File: config.mk
export PLATFORM = sky130hd
export DESIGN_NAME = rcd_reset_cause
export DESIGN_NICKNAME = d
export VERILOG_FILES = /design/src/hdl/rcd_rst_hold.v /design/src/hdl/rcd_reset_cause.v
export VERILOG_INCLUDE_DIRS = /design/src /design/src/hdl
export SDC_FILE = /design/constraint.sdc
export NUM_CORES = 1
export LEC_CHECK = 0
export BUFFER_PORTS_ARGS = -buffer_cell sky130_fd_sc_hd__buf_2
export CAP_MARGIN = 20
export CORE_MARGIN = 2
export CORE_UTILIZATION = 43
export CTS_CLUSTER_DIAMETER = 120
export DETAILED_ROUTE_END_ITERATION = 12
export GPL_TIMING_DRIVEN = 1
export MAX_ROUTING_LAYER = met4
export PLACE_DENSITY = 0.89
export REMOVE_ABC_BUFFERS = 1
export SLEW_MARGIN = 30
export SYNTH_ARGS = -nofsm -noshare
export SYNTH_HDL_FRONTEND = slang
export SYNTH_SLANG_ARGS = --single-unit
File: constraint.sdc
create_clock -name clk_sys_i -period 2.3 [get_ports clk_sys_i]
set_input_delay 0 -clock clk_sys_i [delete_from_list [all_inputs] [get_ports clk_sys_i]]
set_output_delay 0 -clock clk_sys_i [all_outputs]
set_load 0.1 [all_outputs]
File: src/hdl/rcd_consts.vh
// Constants of the reset cause and debug force reset block.
`ifndef RCD_CONSTS_VH
`define RCD_CONSTS_VH
// ==========================================================================
// Register addresses on the local register port.
`define RCD_ADDR_W          2
`define RCD_ADDR_STATUS     2'h0
`define RCD_ADDR_FORCE      2'h1
// ==========================================================================
// Reset cause status field positions.
`define RCD_BIT_POR         7
`define RCD_BIT_PIN         6
`define RCD_BIT_WDOG        5
`define RCD_BIT_ILLEGAL_OPCODE_FLAG        4
`define RCD_BIT_ILLEGAL_ADDRESS_FLAG        3
`define RCD_BIT_LVD         1
`define RCD_BIT_FORCE       0
// ==========================================================================
// Reset values.
`define RCD_STATUS_POR_VAL  8'h82
`define RCD_FORCE_RD_VAL    8'h00
`define RCD_ZERO_BYTE       8'h00
// ==========================================================================
// Timing: internal reset hold time in ns, turned into cycles at 100 MHz.
`define RCD_CLK_PERIOD_NS   10
`define RCD_HOLD_NS         80
`define RCD_HOLD_CYC        ((`RCD_HOLD_NS + `RCD_CLK_PERIOD_NS - 1) / `RCD_CLK_PERIOD_NS)
`endif

File: src/hdl/rcd_rst_hold.v
// Reset hold counter that stretches a reset request into a pulse lasting the hold time after the request ends.
`timescale 1ns/10ps
`default_nettype none
module rcd_rst_hold #(
  parameter integer CNT_W    = 8,
  parameter integer HOLD_CYC = 8
) (
  // Clock and reset
  input  wire clk_sys_i,
  input  wire rst_b_i,
  // Request and hold
  input  wire start_i,
  output wire busy_o
);
  localparam [CNT_W-1:0] HOLD_VAL = HOLD_CYC[CNT_W-1:0];
  localparam [CNT_W-1:0] ONE      = {{(CNT_W-1){1'b0}}, 1'b1};
  reg [CNT_W-1:0] cnt_q;
  reg [CNT_W-1:0] cnt_d;
  // ==========================================================================
  // Counter
  // A request that stays active keeps reloading, so reset lasts at least the
  // hold time after the last active source.
  always @* begin
    cnt_d = cnt_q;
    if (start_i) begin
      cnt_d = HOLD_VAL;
    end else if (cnt_q != {CNT_W{1'b0}}) begin
      cnt_d = cnt_q - ONE;
    end
  end
  always @(posedge clk_sys_i) begin
    if (!rst_b_i) begin
      cnt_q <= HOLD_VAL;
    end else begin
      cnt_q <= cnt_d;
    end
  end
  assign busy_o = (cnt_q != {CNT_W{1'b0}});
endmodule
`default_nettype wire

File: src/hdl/rcd_reset_cause.v
// Reset cause recorder with debug-host force reset control.
`timescale 1ns/10ps
`default_nettype none
`include "rcd_consts.vh"
module rcd_reset_cause #(
  parameter integer HOLD_CYC = `RCD_HOLD_CYC
) (
  // Clock and power-on reset
  input  wire                   clk_sys_i,
  input  wire                   rst_b_i,
  // Reset sources
  input  wire                   ext_rst_b_i,
  input  wire                   wdog_timeout_i,
  input  wire                   illegal_opcode_i,
  input  wire                   stop_exec_i,
  input  wire                   background_instruction_exec_i,
  input  wire                   illegal_address_i,
  input  wire                   lvd_trip_i,
  // Option bits
  input  wire                   watchdog_enable_i,
  input  wire                   stop_enable_i,
  input  wire                   background_mode_enable_i,
  input  wire                   low_voltage_reset_enable_i,
  // User program register port
  input  wire                   cpu_wr_i,
  input  wire                   cpu_rd_i,
  input  wire [`RCD_ADDR_W-1:0] cpu_addr_i,
  input  wire [7:0]             cpu_wdata_i,
  output reg  [7:0]             cpu_rdata_o,
  // Background debug write port
  input  wire                   bdm_wr_i,
  input  wire [`RCD_ADDR_W-1:0] bdm_addr_i,
  input  wire [7:0]             bdm_wdata_i,
  // Mode select pin sampled at reset release
  input  wire                   debug_mode_select_pin_i,
  // System outputs
  output wire                   mcu_rst_o,
  output reg                    wdog_restart_o,
  output reg                    boot_bdm_o,
  output wire [7:0]             reset_cause_status_o
);
  reg  [7:0] status_q;
  reg  [7:0] status_d;
  reg        force_q;
  reg        busy_dly_q;
  wire       busy;
  wire       src_pin;
  wire       src_wdog;
  wire       src_illegal_opcode_flag;
  wire       src_illegal_address_flag;
  wire       src_lvd;
  wire       src_force;
  wire       any_src;
  wire       entry;
  wire       cpu_wr_status;
  wire       bdm_wr_status;
  // ==========================================================================
  // Address decode, shared by both ports so they can never disagree.
  function addr_is;
    input [`RCD_ADDR_W-1:0] addr;
    input [`RCD_ADDR_W-1:0] want;
    begin
      addr_is = (addr == want);
    end
  endfunction
  // ==========================================================================
  // Reset sources
  assign src_pin   = ~ext_rst_b_i;
  assign src_wdog  = wdog_timeout_i & watchdog_enable_i;
  assign src_illegal_opcode_flag  = illegal_opcode_i | (stop_exec_i & ~stop_enable_i)
                   | (background_instruction_exec_i & ~background_mode_enable_i);
  assign src_illegal_address_flag  = illegal_address_i;
  assign src_lvd   = lvd_trip_i & low_voltage_reset_enable_i;
  // Only the background port can set the force bit; the user port never
  // reaches it, so a runaway program cannot fake a debug reset.
  assign src_force = bdm_wr_i & addr_is(bdm_addr_i, `RCD_ADDR_FORCE)
                   & bdm_wdata_i[`RCD_BIT_FORCE];
  assign any_src   = src_pin | src_wdog | src_illegal_opcode_flag | src_illegal_address_flag | src_lvd | src_force | force_q;
  assign entry     = any_src & ~busy;
  // ==========================================================================
  // Reset stretcher
  rcd_rst_hold #(
    .CNT_W    (8),
    .HOLD_CYC (HOLD_CYC)
  ) u_hold (
    .clk_sys_i (clk_sys_i),
    .rst_b_i   (rst_b_i),
    .start_i   (any_src),
    .busy_o    (busy)
  );
  assign mcu_rst_o = busy;
  // ==========================================================================
  // Cause capture
  // Flags are taken once at reset entry; sources that appear while reset is
  // already held only stretch it and do not rewrite the record.
  always @* begin
    status_d = status_q;
    if (entry) begin
      if (src_lvd) begin
        status_d = `RCD_ZERO_BYTE;
        status_d[`RCD_BIT_POR] = status_q[`RCD_BIT_POR];
        status_d[`RCD_BIT_LVD] = 1'b1;
      end else if (src_force | force_q) begin
        status_d = `RCD_ZERO_BYTE;
      end else begin
        status_d = `RCD_ZERO_BYTE;
        status_d[`RCD_BIT_PIN]  = src_pin;
        status_d[`RCD_BIT_WDOG] = src_wdog;
        status_d[`RCD_BIT_ILLEGAL_OPCODE_FLAG] = src_illegal_opcode_flag;
        status_d[`RCD_BIT_ILLEGAL_ADDRESS_FLAG] = src_illegal_address_flag;
      end
    end
  end
  always @(posedge clk_sys_i) begin
    if (!rst_b_i) begin
      status_q <= `RCD_STATUS_POR_VAL;
    end else begin
      status_q <= status_d;
    end
  end
  assign reset_cause_status_o = status_q;
  // ==========================================================================
  // Force request latch, held until the reset it causes has begun.
  always @(posedge clk_sys_i) begin
    if (!rst_b_i) begin
      force_q <= 1'b0;
    end else if (src_force) begin
      force_q <= 1'b1;
    end else if (busy) begin
      force_q <= 1'b0;
    end
  end
  // ==========================================================================
  // Watchdog restart on a write to the cause register address
  assign cpu_wr_status = cpu_wr_i & addr_is(cpu_addr_i, `RCD_ADDR_STATUS) & ~busy;
  assign bdm_wr_status = bdm_wr_i & addr_is(bdm_addr_i, `RCD_ADDR_STATUS) & ~busy;
  always @(posedge clk_sys_i) begin
    if (!rst_b_i) begin
      wdog_restart_o <= 1'b0;
    end else begin
      wdog_restart_o <= cpu_wr_status | bdm_wr_status;
    end
  end
  // ==========================================================================
  // Read port
  always @(posedge clk_sys_i) begin
    if (!rst_b_i) begin
      cpu_rdata_o <= `RCD_ZERO_BYTE;
    end else if (cpu_rd_i) begin
      case (cpu_addr_i)
        `RCD_ADDR_STATUS: begin
          cpu_rdata_o <= status_q & 8'hFA;
        end
        `RCD_ADDR_FORCE: begin
          cpu_rdata_o <= `RCD_FORCE_RD_VAL;
        end
        default: begin
          cpu_rdata_o <= `RCD_ZERO_BYTE;
        end
      endcase
    end
  end
  // ==========================================================================
  // Boot mode capture
  // The pin is sampled on the first clock edge after the internal reset falls,
  // which is the moment the host must already be driving the wanted level.
  always @(posedge clk_sys_i) begin
    if (!rst_b_i) begin
      busy_dly_q <= 1'b1;
      boot_bdm_o <= 1'b0;
    end else begin
      busy_dly_q <= busy;
      if (busy_dly_q & ~busy) begin
        boot_bdm_o <= ~debug_mode_select_pin_i;
      end
    end
  end
endmodule
`default_nettype wire

==> flow_summary.ini <==
[grt]
grt_max_degree = 13
track_usage = 0.189
grt_pass1_wl_um = 3840
grt-ovfl-total = 0
antenna_found_initial = 0
grt_pass1_vias = 911

[outcome]
outcome = finished clean

[synth]
synth_flop_cell = dfxtp_1
ys_ff_latch = 24
synth_edf_count = 0
netlist_instances = 116
syn-cell-area_um2 = 1050
async_flop_share = 0
yosys.cell_types.count = 38
avgSynthCellArea_um2 = 9.03
yosysSeqAreaShare = 0.459
yosysWarningCount = 0

[cells_and_area]
syn_to_final_growth_pct = 27.2
drive_gt1_frac = 0.270
fin_cells = 187
layout_common_cells = buf_2 (35), dfxtp_1 (24), a21oi_1 (11)
layout_commonest_cell = buf_2
nets = 199
n_antenna_cell = 0
design_area_um2 = 1330

[sta]
max_freq_mhz = 471
finalSetupViolations = 0
setup_tns_ps = 0
clock_skew_ps = 1.08
hold_viol_final = 0
drv_slew = 0
fin_crit_sh = 0.924
rsz0062_at_grt = false
hold_ws_ps = 10.1
tightest_slew_ps = 583
period_needed_ps = 2120
max_slew_margin = 0.610

[clock_tree]
clock-sinks = 24
cts_tree = done
h-tree-depth = 1
numCtsBuffers = 3
clk-insertion-delay-late_ps = 310
cts_buffer_depth = 2
clk_pin_slew_ps = 120
cts-root-buf = clkbuf_4

[routing]
vias = 994
vias_per_cell = 5.32
firstDrtPassIters = 5
wire_per_inst_um = 12.9
drtIter0Drc = 37
antenna_left = 0
routed_wl_um = 2420
drc = 0

[critical_path]
critPathKind = reg -> out
reg2reg_setup_slack_ps = 320
worst-path-max-fanout = 7
rr_endpoint = reset_cause_status_o[1]
r2r_cells = 7
rr_startpoint = u_hold.cnt_q[0]
startpoint_type = flop
end_kind = primary output
worstPathRequired_ps = 2300
critPathArrivalTime_ps = 2120

[die]
die_y_um = 53.4
start_util = 0.464
dieArea_um2 = 2850
ios = 56
die_x_um = 53.4
rows = 17
core_um2 = 2250

[worst_hold_path]
hp-class = in -> reg
worstHoldStart = bdm_addr_i[1]
hold_end = wdog_restart_o
hold-path-cell-count = 4

[power]
peakVddDrop_mv = 0.434
power_w = 0.000721
cellPowerDensity_nw_per_um2 = 541
p_leak_nw = 0.555

[placement]
dp.cells = 177
gp_congestion = 0.793
hpwl_um = 1840
numPortBuffers = 36
postPlaceCellArea_um2 = 1230

[job]
drv_cap = 0
==> kinds of logic after synthesis <==
| family | share of synthesized area |
|---|---|
| buffers and inverters | 0.0621 |
| flip-flops | 0.459 |
| other | 0.00358 |
| AO/OA/AOI/OAI | 0.152 |
| adder cells (fa/ha/maj) | 0.0119 |
| AND/OR/NAND/NOR | 0.277 |
| XOR/XNOR | 0.0251 |
| multiplexers | 0.00956 |
==> worst max path at each step <==
stage / startpoint / end / cells past startpoint
2_1_floorplan: u_hold.cnt_q[0] / reset_cause_status_o[1] / 7
3_3_place_gp: u_hold.cnt_q[0] / reset_cause_status_o[1] / 7
6_report: u_hold.cnt_q[0] / mcu_rst_o / 6
5_1_grt: u_hold.cnt_q[0] / mcu_rst_o / 6
3_5_place_dp: u_hold.cnt_q[0] / reset_cause_status_o[1] / 7
4_1_cts: u_hold.cnt_q[0] / mcu_rst_o / 6
==> worst max-delay path: stages, from the launching register on <==
cell     delay (ps)
dfxtp_1         340
inv_1            90
ha_1            190
or4b_4          490
nor2_2          250
inv_1           180
buf_4           270
==> synthesized netlist by cell type, drive strengths merged, types with 3 or more instances <==
master / instances / area, um^2
nand3: 8 / 40.0
nand2b: 6 / 37.5
or3: 3 / 18.8
a21oi: 11 / 55.1
nand2: 5 / 18.8
nor3: 3 / 15.0
dfxtp: 24 / 480
nor2b: 3 / 18.8
buf: 6 / 42.5
inv: 4 / 15.0
nor2: 10 / 37.5
xnor2: 3 / 26.3
==> where the power goes <==
group	total (W)	internal [W]	switching [W]
Combinational	0.000122	0.0000373	0.0000844
Clock	0.000177	0.0000614	0.000115
Sequential	0.000422	0.000420	0.00000280
Total	0.000721	0.000518	0.000203
==> final cells by class <==
class	instances	area (um^2)
sequential	24	480
fill	214	922
multi-input combinational	83	515
inverter	5	18.8
tap	28	35.0
clock buffer	3	22.5
timing repair buffer	44	260
==> state kept, by name (all words and copies together), names as in the netlist <==
name / flops
u_hold.cnt_q: 8
cpu_rdata_o: 6
reset_cause_status_o: 6
boot_bdm_o: 1
busy_dly_q: 1
force_q: 1
wdog_restart_o: 1
==> metrics by stage <==
step	util	worst slack, ps
2_1_floorplan	-	-330
3_3_place_gp	0.548	262
3_5_place_dp	0.548	220
4_1_cts	0.590	96.8
5_1_grt	0.591	40.9
6_report	0.591	175
==> what timing repair did <==
item | 4_1_cts | 5_1_grt
hold buffers | 7 | 0
hold endpoints to repair | 8 | 0
setup buffers | 0 | 0
gates resized for setup | 1 | 2
setup endpoints to repair | 1 | 1
==> routing by layer <==
metal	vias up	track usage	part of all wire
met5	-	-	0
met1	442	0.219	0.41
met3	9	0.0395	0.068
met4	0	0.0812	0.024
li1	498	-	-
met2	45	0.313	0.50
No activity file was read; power rests on OpenSTA's default activity.
